--- src/bor_defs.vh ---
// Overview of operation
// RULE1 - The bitwise OR of the two operands is written to the destination.
// RULE2 - No form of the instruction changes any status flag.
// RULE3 - Six forms exist; an accumulator destination takes four source kinds.
// RULE4 - A direct destination takes only the accumulator or an immediate.
// RULE5 - A port destination reads its old value from the latch, not pins.
// RULE6 - Any RAM byte or hardware register may have a mask of bits set.
// RULE7 - Bank form: one byte 01001rrr, one cycle.
// RULE8 - Direct source form: 01000101 plus address byte, 2 bytes, 1 cycle.
// RULE9 - Indirect form: one byte 0100011i, i picks the pointer, 1 cycle.
// RULE10 - Immediate to accumulator form: 01000100, constant in next byte.
// RULE11 - Direct from accumulator: 01000010, address, 2 bytes, 1 cycle.
// RULE12 - Direct from immediate: opcode, address, data, 3 bytes, 2 cycles.
// RULE13 - Immediate to accumulator form: 2 bytes, 1 machine cycle.
// RULE14 - The 3-bit register field picks one of eight active-bank registers.
`ifndef BOR_DEFS_VH
`define BOR_DEFS_VH

`define BOR_OP_A_BANK_HI  5'h09
`define BOR_OP_A_DIR      8'h45
`define BOR_OP_A_IND_HI   7'h23
`define BOR_OP_A_IMM      8'h44
`define BOR_OP_DIR_A      8'h42
`define BOR_OP_DIR_IMM    8'h43

`define BOR_LEN_ONE       2'h1
`define BOR_LEN_TWO       2'h2
`define BOR_LEN_THREE     2'h3

`define BOR_CYC_ONE       2'h1
`define BOR_CYC_TWO       2'h2

`define BOR_ACC_RESET     8'h00

`endif

--- src/bor_unit.v ---
`timescale 1ns/100ps
`include "bor_defs.vh"

module bor_unit (
  input  wire       clk,
  input  wire       rst,
  input  wire       mc_en,
  input  wire       start,
  input  wire [7:0] opcode,
  input  wire [7:0] byte2,
  input  wire [7:0] byte3,
  input  wire [7:0] acc_in,
  input  wire [1:0] bank_sel,
  input  wire [7:0] rd_data,
  output reg        busy_ff,
  output reg        done_ff,
  output reg        bad_op_ff,
  output reg  [1:0] length_ff,
  output reg        rd_en_ff,
  output reg  [7:0] rd_addr_ff,
  output reg        rd_latch_ff,
  output reg        wr_en_ff,
  output reg  [7:0] wr_addr_ff,
  output reg  [7:0] wr_data_ff,
  output reg        acc_wr_ff,
  output reg  [7:0] acc_data_ff
);

  localparam [2:0] S_IDLE = 3'h0;
  localparam [2:0] S_PTR  = 3'h1;
  localparam [2:0] S_RD   = 3'h2;
  localparam [2:0] S_WAIT = 3'h3;

  localparam [1:0] K_A_BANK = 2'h0;
  localparam [1:0] K_A_MEM  = 2'h1;
  localparam [1:0] K_A_IMM  = 2'h2;
  localparam [1:0] K_DIR    = 2'h3;

  reg [2:0] state_ff;
  reg [1:0] kind_ff;
  reg [1:0] need_ff;
  reg [1:0] mc_cnt_ff;
  reg [7:0] mask_ff;
  reg [7:0] acc_cap_ff;

  reg       dec_hit;
  reg [1:0] dec_kind;
  reg [1:0] dec_len;
  reg [1:0] dec_cyc;
  reg       dec_rd;
  reg       dec_ind;
  reg [7:0] dec_addr;
  reg [7:0] dec_mask;
  reg       dec_latch;

  // opcode decode, only the six byte OR forms are recognised
  always @* begin
    dec_hit   = 1'b1;
    dec_kind  = K_A_IMM;
    dec_len   = `BOR_LEN_ONE;
    dec_cyc   = `BOR_CYC_ONE;
    dec_rd    = 1'b0;
    dec_ind   = 1'b0;
    dec_addr  = 8'h00;
    dec_mask  = 8'h00;
    dec_latch = 1'b0;
    if (opcode[7:3] == `BOR_OP_A_BANK_HI) begin // RULE7
      dec_kind = K_A_BANK;
      dec_rd   = 1'b1;
      dec_addr = {3'h0, bank_sel, opcode[2:0]}; // RULE14
    end else if (opcode[7:1] == `BOR_OP_A_IND_HI) begin // RULE9
      dec_kind = K_A_MEM;
      dec_rd   = 1'b1;
      dec_ind  = 1'b1;
      dec_addr = {3'h0, bank_sel, 2'h0, opcode[0]};
    end else begin
      case (opcode)
        `BOR_OP_A_DIR: begin // RULE8
          dec_kind = K_A_MEM;
          dec_len  = `BOR_LEN_TWO;
          dec_rd   = 1'b1;
          dec_addr = byte2;
        end
        `BOR_OP_A_IMM: begin // RULE10
          dec_kind = K_A_IMM;
          dec_len  = `BOR_LEN_TWO; // RULE13
          dec_mask = byte2;
        end
        `BOR_OP_DIR_A: begin // RULE11
          dec_kind  = K_DIR;
          dec_len   = `BOR_LEN_TWO;
          dec_rd    = 1'b1;
          dec_addr  = byte2;
          dec_mask  = acc_in; // RULE4
          dec_latch = 1'b1; // RULE5
        end
        `BOR_OP_DIR_IMM: begin // RULE12
          dec_kind  = K_DIR;
          dec_len   = `BOR_LEN_THREE;
          dec_cyc   = `BOR_CYC_TWO;
          dec_rd    = 1'b1;
          dec_addr  = byte2;
          dec_mask  = byte3; // RULE4
          dec_latch = 1'b1; // RULE5
        end
        default: begin
          dec_hit = 1'b0;
        end
      endcase
    end
  end

  reg [2:0] nxt_state;
  reg [1:0] nxt_mc_cnt;
  reg       nxt_done;

  always @* begin
    nxt_mc_cnt = mc_cnt_ff;
    if (busy_ff && mc_en && mc_cnt_ff != need_ff)
      nxt_mc_cnt = mc_cnt_ff + 2'h1;
    nxt_done  = 1'b0;
    nxt_state = state_ff;
    case (state_ff)
      S_IDLE: begin
        if (start && mc_en && dec_hit) begin
          if (dec_ind)
            nxt_state = S_PTR;
          else if (dec_rd)
            nxt_state = S_RD;
          else
            nxt_state = S_WAIT;
        end
      end
      S_PTR: begin
        nxt_state = S_RD;
      end
      S_RD: begin
        nxt_state = S_WAIT;
      end
      S_WAIT: begin
        if (nxt_mc_cnt == need_ff) begin
          nxt_done  = 1'b1;
          nxt_state = S_IDLE;
        end
      end
      default: begin
        nxt_state = S_IDLE;
      end
    endcase
  end

  always @(posedge clk or posedge rst) begin
    if (rst) begin
      state_ff    <= S_IDLE;
      kind_ff     <= K_A_IMM;
      need_ff     <= `BOR_CYC_ONE;
      mc_cnt_ff   <= 2'h0;
      mask_ff     <= 8'h00;
      acc_cap_ff  <= `BOR_ACC_RESET;
      busy_ff     <= 1'b0;
      done_ff     <= 1'b0;
      bad_op_ff   <= 1'b0;
      length_ff   <= `BOR_LEN_ONE;
      rd_en_ff    <= 1'b0;
      rd_addr_ff  <= 8'h00;
      rd_latch_ff <= 1'b0;
      wr_en_ff    <= 1'b0;
      wr_addr_ff  <= 8'h00;
      wr_data_ff  <= 8'h00;
      acc_wr_ff   <= 1'b0;
      acc_data_ff <= `BOR_ACC_RESET;
    end else begin
      state_ff  <= nxt_state;
      mc_cnt_ff <= nxt_mc_cnt;
      done_ff   <= nxt_done;
      bad_op_ff <= 1'b0;
      rd_en_ff  <= 1'b0;
      wr_en_ff  <= 1'b0;
      acc_wr_ff <= 1'b0;
      case (state_ff)
        S_IDLE: begin
          if (start && mc_en) begin
            bad_op_ff <= ~dec_hit;
            if (dec_hit) begin
              busy_ff     <= 1'b1;
              kind_ff     <= dec_kind;
              need_ff     <= dec_cyc;
              mc_cnt_ff   <= 2'h0;
              length_ff   <= dec_len;
              mask_ff     <= dec_mask;
              acc_cap_ff  <= acc_in;
              rd_en_ff    <= dec_rd;
              rd_addr_ff  <= dec_addr;
              rd_latch_ff <= dec_latch;
              wr_addr_ff  <= dec_addr;
              if (dec_kind == K_A_IMM) begin
                acc_wr_ff   <= 1'b1;
                acc_data_ff <= acc_in | dec_mask; // RULE1
              end
            end
          end
        end
        S_PTR: begin
          // pointer register contents become the operand address
          rd_en_ff   <= 1'b1;
          rd_addr_ff <= rd_data;
        end
        S_RD: begin
          rd_latch_ff <= 1'b0;
          if (kind_ff == K_DIR) begin
            wr_en_ff   <= 1'b1; // RULE6
            wr_data_ff <= rd_data | mask_ff; // RULE1
          end else begin
            acc_wr_ff   <= 1'b1;
            acc_data_ff <= acc_cap_ff | rd_data; // RULE1 RULE3
          end
        end
        S_WAIT: begin
          if (nxt_done)
            busy_ff <= 1'b0;
        end
        default: begin
          busy_ff <= 1'b0;
        end
      endcase
    end
  end

  // no status flag port exists: flags are never written RULE2

endmodule

--- config.mk ---
export PLATFORM = sky130hd
export DESIGN_NAME = bor_unit
export DESIGN_NICKNAME = d
export VERILOG_FILES = /design/src/bor_unit.v
export VERILOG_INCLUDE_DIRS = /design/src /design/src/src
export SDC_FILE = /design/constraint.sdc
export NUM_CORES = 1
export LEC_CHECK = 0
export BUFFER_PORTS_ARGS = -buffer_cell sky130_fd_sc_hd__buf_2
export CORE_ASPECT_RATIO = 2
export CORE_MARGIN = 1.5
export CORE_UTILIZATION = 50
export CTS_CLUSTER_DIAMETER = 30
export DETAILED_ROUTE_END_ITERATION = 7
export PLACE_DENSITY = 0.74
export SLEW_MARGIN = 20
export SYNTH_ARGS = -nofsm -noshare
export SYNTH_HDL_FRONTEND = slang
export SYNTH_SLANG_ARGS = --single-unit
export TNS_END_PERCENT = 1
--- constraint.sdc ---
create_clock -name clk -period 6.45 [get_ports clk]
set_input_delay 0 -clock clk [delete_from_list [all_inputs] [get_ports clk]]
set_output_delay 0 -clock clk [all_outputs]
set_load 0.02 [all_outputs]
==> results, run 1 <==
- The flow ran to the end, and the final reports show no timing, DRC or antenna violations.
- The number of instances in the placed design is 505.
- The post-DP HPWL is 6740 um.
- At the pin with the least slew margin, the transition time is 0.985 ns.
- STA puts the critical path data required time at 6.72 ns.
- OpenSTA, run right after detailed placement, puts the worst setup slack at 3.64 ns.
- The maximum net fanout on the critical path is 24.
- In this run the remaining antenna-violating nets after routing total 0.
- The residual overflow from global routing is 0.
- The number of hold-repair buffers added at the cts stage is 16.
- The setup path with the least slack is of type reg2reg.
- Summed over all nets, the switching power comes to 592 uW.
- The number of different library cells used by synthesis comes to 59.
- Dividing the synthesized area by the synthesized cell count gives 9.82 um2.
- The portion of synthesized area spent on multiplexers is 0.0471.
- The die width is 61.8 um.
- After filler insertion, the fill cell instance count of the layout stands at 574.
- In this run, CTS created clock tree buffers numbering 9.
- The hold violation total from the final report is 0.
- The simple-gate area share of the yosys netlist is 0.211.
- The worst slew slack as a fraction of its limit is 0.343.
- The height of the die is 121 um.
- The wire length reported by the detailed router is 9580 um.
- For this run, the number of Yosys warnings is 0.
- STA classifies the critical path startpoint as a flop.
- The share of the Yosys chip area taken by registers is 0.472.
- The per-cell routed wire length is 17.8 um.
- The initial antenna violation count is 0.
- The pin count of the biggest net entering global routing is 66.
- The area after detailed placement is 3890 um2.
- The number of standard-cell rows in the floorplan is 42.
- Setup violations remaining at the end of the flow were counted as 0.
- The final net count is 494.
- In this run, post-CTS repair resized a total of 0 instances.
- Yosys mapped a number of flops with a built-in enable equal to 0.
- The number of buffers added for setup after CTS is 0.
- The number of standard cells after synthesis is 352.
- The share of total power dissipated in combinational logic is 0.355.
- The register cell area after layout is 1630 um2.
- Yosys attributes the largest share of cell area to dfrtp_1, nand2_1, mux2_2, a21oi_1, a211oi_1.
- The number of vias per cell is 5.76.
- Of the available clock period, the critical path in the final layout requires 0.437.
- The area occupied by multi-input gates is 1670 um2.
- The global-route wire length before repair is 14700 um.
- The post-synthesis to final-layout area growth is 25.7%.
- After layout, the minimum clock period comes to 2.82 ns.
- The length of the first detailed-routing pass in iterations is 5.
- The total global routing track utilization is 0.274.
- The number of H-tree branching levels is 3.
- The clock reaches the later pin of the worst-skew pair after 0.33 ns.
- After floorplanning, the core was sized to cover 6670 um2.
- Among all flip-flop cells after synthesis, the most frequent one is dfrtp_1.
- The number of buffers added on ports is 86.
- The analysis attributes to cell leakage a power of 1.99 nW.
- After clock tree synthesis, the clock-pin slew on the worst setup and hold paths is 0.05 ns.
- The antenna diode count is 0.
- The tree is rooted in a clkbuf_16.
- The clock tree from TritonCTS is yes.
- The overall die area is 7450 um2.
- The relative contribution of sequential cells to total power is 0.358.
- The CTS sink count is 65.
- For the final database, setup skew stands at 0.00397 ns.
- The post-synth net total is 402.
- Setup repair after global routing left no endpoint under its margin.
- Summing all non-filler instances in the final layout gives an area of 4350 um2.
- The internal reg-to-reg setup slack is 3.63 ns.
- The top-area cell type share of the netlist area is 0.449.
- For this configuration, the core starts out at a cell density of 0.518.
- The data arrival time of the critical path is 3.09 ns.
- The cell type with the largest total area after synthesis is dfrtp_1.
- The post-detailed-route DRC marker count is 0.
- The share of total power dissipated in the clock network is 0.287.
- Adding up every negative setup slack in the final design gives 0 ns.
- The number of slew-limit violations in the final report is 0.
- In this run, the number of DRC markers left after iteration 0 of detailed routing was 184.
- The smallest setup slack after layout is 3.63 ns.
- The number of global-route vias before repair came to 3010.
- The cell-internal power is 1.07 mW.
- Synthesis inferred 65 register bits.
- The worst vdd rail ir drop is 0.000225 V.
- The worst setup path is captured at a flop.
- The post-route core utilization is 0.651.
- Across all layers, the routed design uses 3094 vias.
- The reported max-cap violation count is 0.
- The worst min-delay path category is in2reg.
- By area, the combinational part of the netlist is dominated by simple AND/OR/NAND/NOR gates.
- The post-synthesis share of cell area spent on full adders, half adders and majority gates is 0.0145.
- The post-synth design cell area is 3460 um2.
- The area fraction in compound gates after synthesis was 0.202.
- In this run the power density over the cells is 383 nW/um2.
- The fraction of layout instances using a drive strength above 1 is 0.278.
- The finished layout holds 537 standard cells, fillers aside.
- Routability-driven placement finished with a final weighted congestion of 0.868.
- For this run, asynchronously set or reset flops after synthesis account for 1.00.
- In this run the count of I/O pins placed on the die edge is 87.
- The xor/xnor cell area share of the yosys netlist is 0.00760.
- Of the total power, the share spent switching nets is 0.355.
- Static timing analysis puts the maximum clock frequency at 0.355 GHz.
- The maximum root-to-sink buffer count is 2.
-- synthesized netlist by cell type, types with 3 or more instances --
library cell / count
a211oi_1: 11
a21o_1: 3
a21oi_1: 17
a22o_1: 4
a22oi_1: 3
buf_2: 8
clkbuf_1: 10
dfrtp_1: 62
dfstp_2: 3
ha_1: 4
inv_1: 9
mux2_2: 8
mux2i_1: 5
nand2_1: 61
nand2b_1: 3
nand3_1: 5
nand4b_1: 9
nand4bb_1: 4
nor2_1: 21
nor2b_1: 5
nor3_1: 4
o21a_1: 4
o21ai_0: 16
o21ai_1: 10
o311ai_0: 3
o31a_1: 7
or3_1: 8
or4bb_1: 4
-- metal layers --
metal  track usage  up-vias  wire length (um)
met2         0.451      108              5180
met4         0.160        0               463
met1         0.311     1491              3500
met5             0        -                 0
li1              -     1466                 -
met3        0.0588       29               426
-- registers in the layout, summed over array words and instances, names as in the netlist, 8 cells and up --
signal and count:
wr_addr_ff 8, rd_addr_ff 8, acc_cap_ff 8, wr_data_ff 8
acc_data_ff 8, mask_ff 8
-- cells by family (layout without fill, tap and decap cells) --
family	after synthesis	in the layout
flip-flops	65	65
XOR/XNOR	3	3
buffers and inverters	33	130
AO/OA/AOI/OAI	97	97
AND/OR/NAND/NOR	135	135
adder cells (fa/ha/maj)	4	4
multiplexers	15	15
-- final cells by class --
| cell class | instances | share of cell area |
|---|---|---|
| Multi-Input combinational cell | 254 | 0.384 |
| Sequential cell | 65 | 0.375 |
| Timing Repair Buffer | 105 | 0.141 |
| Clock buffer | 13 | 0.0576 |
| Tap cell | 88 | 0.0253 |
| Clock inverter | 3 | 0.00921 |
| Inverter | 9 | 0.00777 |
-- layout by cell type, fill, tap and decap left out, types with 4 or more instances in the layout --
cell type,count
a21oi_1,17
clkbuf_16,9
o21ai_1,10
dlygate4sd3_1,16
a211oi_1,11
mux2_2,8
nand4b_1,9
nor2_1,21
o21a_1,4
or3_1,8
nor2b_1,5
nand2_1,61
ha_1,4
o31a_1,7
mux2i_1,5
nand4bb_1,4
inv_1,8
nand3_1,5
o21ai_0,16
or4bb_1,4
buf_2,86
nor3_1,4
a22o_1,4
dfrtp_1,62
-- stage by stage --
stage / power [mW] / hold slack [ns]
3_3_place_gp: 1.17 / 0.231
5_1_grt: 1.75 / 0.0255
6_report: 1.67 / 0.0177
2_1_floorplan: 1.00 / 0.105
3_5_place_dp: 1.18 / 0.229
4_1_cts: 1.67 / 0.0146
-- worst max-delay path, cell delays in order (launching register included) --
cell and delay, ns:
dfrtp_1 0.41, inv_1 0.13, ha_1 0.36, nand3_1 0.33, or3_1 0.72, buf_4 0.34, a2111oi_4 0.26, a22o_1 0.19
-- power groups by stage --
stage / Sequential [mW] / Combinational, mW / Clock, mW
floorplan: 0.672 / 0.330 / 0
detailed placement: 0.602 / 0.583 / 0
global placement: 0.596 / 0.571 / 0
finish: 0.596 / 0.591 / 0.479
global route: 0.606 / 0.643 / 0.501
CTS: 0.596 / 0.594 / 0.482
-- final timing paths --
path	from	endpoint	depth (start not counted)
setup reg to reg	state_ff[1]$_DFFE_PP0P_	wr_addr_ff[5]$_DFFE_PP0P_	7
max in group asynchronous	rst	acc_cap_ff[6]$_DFFE_PP0P_	4
setup / recovery	state_ff[1]$_DFFE_PP0P_	wr_addr_ff[5]$_DFFE_PP0P_	7
hold reg to reg	acc_cap_ff[5]$_DFFE_PP0P_	acc_cap_ff[5]$_DFFE_PP0P_	2
min in group asynchronous	rst	wr_addr_ff[0]$_DFFE_PP0P_	4
hold / removal	rd_data[3]	wr_data_ff[3]$_DFFE_PP0P_	3
Power figures use the tool's default switching activity.
==> run 2, diff against run 1 <==
- ABC_AREA: default -> 1
- clock period: 6.45 -> 2.81 ns (I/O delays scaled with it)
==> results, run 2 <==
- The hold violation total from the final report is 0.
- The number of nets in the synthesized netlist is 505.
- The startpoint class of the critical path is a flop.
- Summed over all cells, the static leakage comes to 2.40 nW.
- The reported max-cap violation count is 0.
- In this run the power density over the cells is 817 nW/um2.
- In this run the power spent charging and discharging nets is 1.30 mW.
- The final cell count without fillers is 657.
- The top cell types in the final layout, fill and taps aside, are nand2_1, buf_2, dfrtp_1, nand3_1, o21ai_0.
- In this run, placement finished with an instance count of 622.
- Fill cells in the final layout number 604.
- The post-DP HPWL is 7240 um.
- The setup-violating endpoint count in the final report is 0.
- Measured on the finished design, the core utilization comes to 0.668.
- The part of the power in the clock network is 0.312.
- The initial antenna violation count was 0.
- The share of total power dissipated in sequential elements is 0.354.
- The number of slew-limit violations in the final report came to 0.
- In the final routed layout, each cell accounts on average for 14.9 um.
- Setup repair after global routing left no endpoint under its margin.
- The number of vias per cell is 5.27.
- On the worst path, the slowest cell contributes a delay of 0.45 ns.
- The post-route minimum period is 2.18 ns.
- The synthesized netlist occupies a cell area of 3380 um2.
- The initial utilization of the core area, before any placement, comes to 0.515.
- The final net count is 615.
- The number of buffers and inverters on the critical path is 3.
- The share of the Yosys chip area taken by registers is 0.482.
- For this block, the initial DRC count from the detailed router was 210.
- Timing analysis after detailed placement gives a worst setup slack of 0.686 ns.
- The number of different library cells used by synthesis comes to 28.
- The first global-routing pass estimated 15700 um of wire.
- From synthesis to final layout, the design area changed by 29.7%.
- The worst slew slack as a fraction of its limit is 0.434.
- At the pin with the least slew margin, the transition time is 0.846 ns.
- Among cell families on the critical path, the largest total delay comes from buffers and inverters.
- After layout, the worst setup slack is 0.635 ns.
- The cell type with the largest total area after synthesis is dfrtp_1.
- The count of yosys warnings during synthesis is 0.
- The number of global-route vias before repair is 3359.
- The data arrival time of the critical path is 2.45 ns.
- Setup total negative slack on the finished layout was measured at 0 ns.
- The critical path endpoint is mask_ff[4]$_DFFE_PP0P_.
- Counting instances in the post-synthesis netlist gives the leading cell types as nand2_1, dfrtp_1, nand3_1.
- The critical path crosses 8 cells after its start point.
- The total global routing track utilization is 0.294.
- Between clock sinks in the finished design, the worst skew comes to 0.00936 ns.
- The most common flop cell mapped by yosys is dfrtp_1.
- The switching share of total power is 0.363.
- The number of standard-cell rows in the floorplan is 42.
- The worst flop-to-flop path startpoint is state_ff[0]$_DFFE_PP0P_.
- The start point of the critical path is state_ff[0]$_DFFE_PP0P_.
- The routed layout has 3460 vias.
- The H-tree generated during clock tree synthesis spans 3 levels.
- At the later pin of the worst-skew pair, clock insertion delay measures 0.34 ns.
- Of the cells placed in the final design, the portion with a size suffix greater than 1 is 0.213.
- The final worst-path cycle share is 0.774.
- The data required time of the critical path is 3.08 ns.
- The wire length reported by the detailed router is 9810 um.
- The average instance in the mapped netlist occupies 7.44 um2.
- The number of register bits inferred by synthesis is 65.
- The clock drives 65 sinks.
- The final cell area excluding filler cells is 4390 um2.
- The final total power is 3.59 mW.
- For flop-to-flop paths, the worst setup slack is 0.63 ns.
- The count of buffers added on input and output ports is 86.
- The sum of routed wire segments on met1 is 3650 um.
- Among all stages on the critical path, the largest delay is contributed by inv_1.
- The clock tree from TritonCTS is yes.
- The top-area cell type share of the netlist area is 0.458.
- The worst reg2reg path depth is 8.
- The most common library cell in the layout ignoring fill and taps is nand2_1.
- The share of total power dissipated in combinational logic is 0.334.
- After detailed routing, the number of remaining DRC violations is 0.
- The antenna diode count is 0.
- The worst setup path is captured at a flop.
- The most numerous cell in the Yosys netlist is nand2_1.
- The cell-internal power is 2.28 mW.
- The met2 wire length is 5140 um.
- The region available for standard cell placement spans 6570 um2.
- The run finished with clean final reports.
- The overall die area is 7300 um2.
- Static timing analysis puts the maximum clock frequency at 0.460 GHz.
- The routed length on met3 is 527 um.
- The cell type with the highest occurrence count on the critical path is inv_1.
- The root buffer cell chosen for the clock tree is clkbuf_16.
- The endpoint identified for the worst register-to-register timing path is mask_ff[4]$_DFFE_PP0P_.
- The die is 61.2 um wide.
- The height of the die is 119 um.
- The tightest hold path in the finished design has a slack of 0.0111 ns.
- The last weighted congestion value of the routability-driven placer is 0.920.
- The number of flops mapped to enable cells by yosys is 0.
- In this run the remaining antenna-violating nets after routing total 0.
- The worst setup path category is reg2reg.
- Walking the worst path, the cells encountered are inv_1 -> ha_1 -> inv_1 -> nor2_1 -> nand2_4 -> inv_1 -> nand2_1 -> nand2_1.
- The worst vdd rail ir drop is 0.000493 V.
- The maximum net fanout on the critical path is 40.
- The highest metal layer carrying signal wires in the routed design is met4.
- The pin count of the biggest net entering global routing is 41.
- The fraction of registers with async set/reset is 1.00.
- The residual overflow from global routing is 0.
- The tightest min-delay check is of the in2reg type.
- The clock input transition at the sequential cells of the worst setup and hold paths is 0.05 ns.
- The longest clock path from root to sink contains 2 buffers.
- The length of the first detailed-routing pass in iterations is 5.
- The startpoint identified for the worst hold timing path is byte3[0].
- The area after detailed placement is 3890 um2.
- The TritonCTS buffer count is 9.
- 87 I/O pins were placed.
- The number of standard cells after synthesis is 455.
- Yosys attributes the largest share of cell area to dfrtp_1, nand2_1, nand3_1, o21ai_0, nor2_1.
[run 2: cell types whose count changed after synthesis, moves of 10 or more]
cell,change
inv_1,+20
a21oi_1,-12
o21ai_1,-10
nand3_1,+43
nor2_1,+17
o21ai_0,+26
nand2_1,+124
a211oi_1,-11
[run 2: power by group through the flow]
stage          clock network, mW  logic (mW)  registers (mW)
2_1_floorplan                  0       0.655            1.43
3_3_place_gp                   0        1.14            1.28
3_5_place_dp                   0        1.16            1.28
4_1_cts                     1.13        1.20            1.27
5_1_grt                     1.18        1.35            1.30
6_report                    1.12        1.20            1.27
[run 2: worst min-delay path by stage]
stage | to | slack [ns] | cells past startpoint
CTS | mask_ff[1]$_DFFE_PP0P_ | 0.008 | 5
floorplan | wr_data_ff[0]$_DFFE_PP0P_ | 0.13 | 2
global placement | rd_addr_ff[0]$_DFFE_PP0P_ | 0.1 | 2
detailed placement | rd_addr_ff[0]$_DFFE_PP0P_ | 0.11 | 2
finish | mask_ff[0]$_DFFE_PP0P_ | 0.01 | 5
global route | mask_ff[5]$_DFFE_PP0P_ | 0.05 | 5
[run 2: cell type report]
| type | count | area [um2] | area share |
|---|---|---|---|
| timing repair buffer | 112 | 676 | 0.154 |
| tap | 88 | 110 | 0.0251 |
| clock inverter | 2 | 37.5 | 0.00855 |
| sequential | 65 | 1630 | 0.371 |
| clock buffer | 13 | 260 | 0.0593 |
| inverter | 32 | 120 | 0.0274 |
| multi-input combinational | 345 | 1560 | 0.355 |
[run 2: cells by family (layout without fill, tap and decap cells)]
logic type / Yosys count / in the layout / share of synthesized area
and+or+nand+nor: 288 / 288 / 0.356
DFF: 65 / 65 / 0.482
AOI/OAI and AO/OA: 50 / 50 / 0.0813
buffers and inverters: 45 / 159 / 0.0584
adders and majority gates: 4 / 4 / 0.0148
xor gates and xnor gates: 3 / 3 / 0.00776
[run 2: worst register-to-register path, cell delays in order (launching register included)]
cell,delay [ns]
dfrtp_1,0.41
inv_1,0.12
ha_1,0.29
inv_1,0.16
nor2_1,0.21
nand2_4,0.26
inv_1,0.46
nand2_1,0.12
nand2_1,0.09
[run 2: repair_timing]
| item | 4_1_cts | 5_1_grt |
|---|---|---|
| endpoints found under the hold margin | 43 | 1 |
| hold buffers | 19 | 1 |
| setup buffers | 0 | 0 |
| gates resized for setup | 0 | 0 |
[run 2: per-layer routing]
layer,GRT usage,vias to the layer above
met5,0,-
met2,0.491,153
li1,-,1673
met3,0.0489,40
met4,0.175,0
met1,0.332,1594
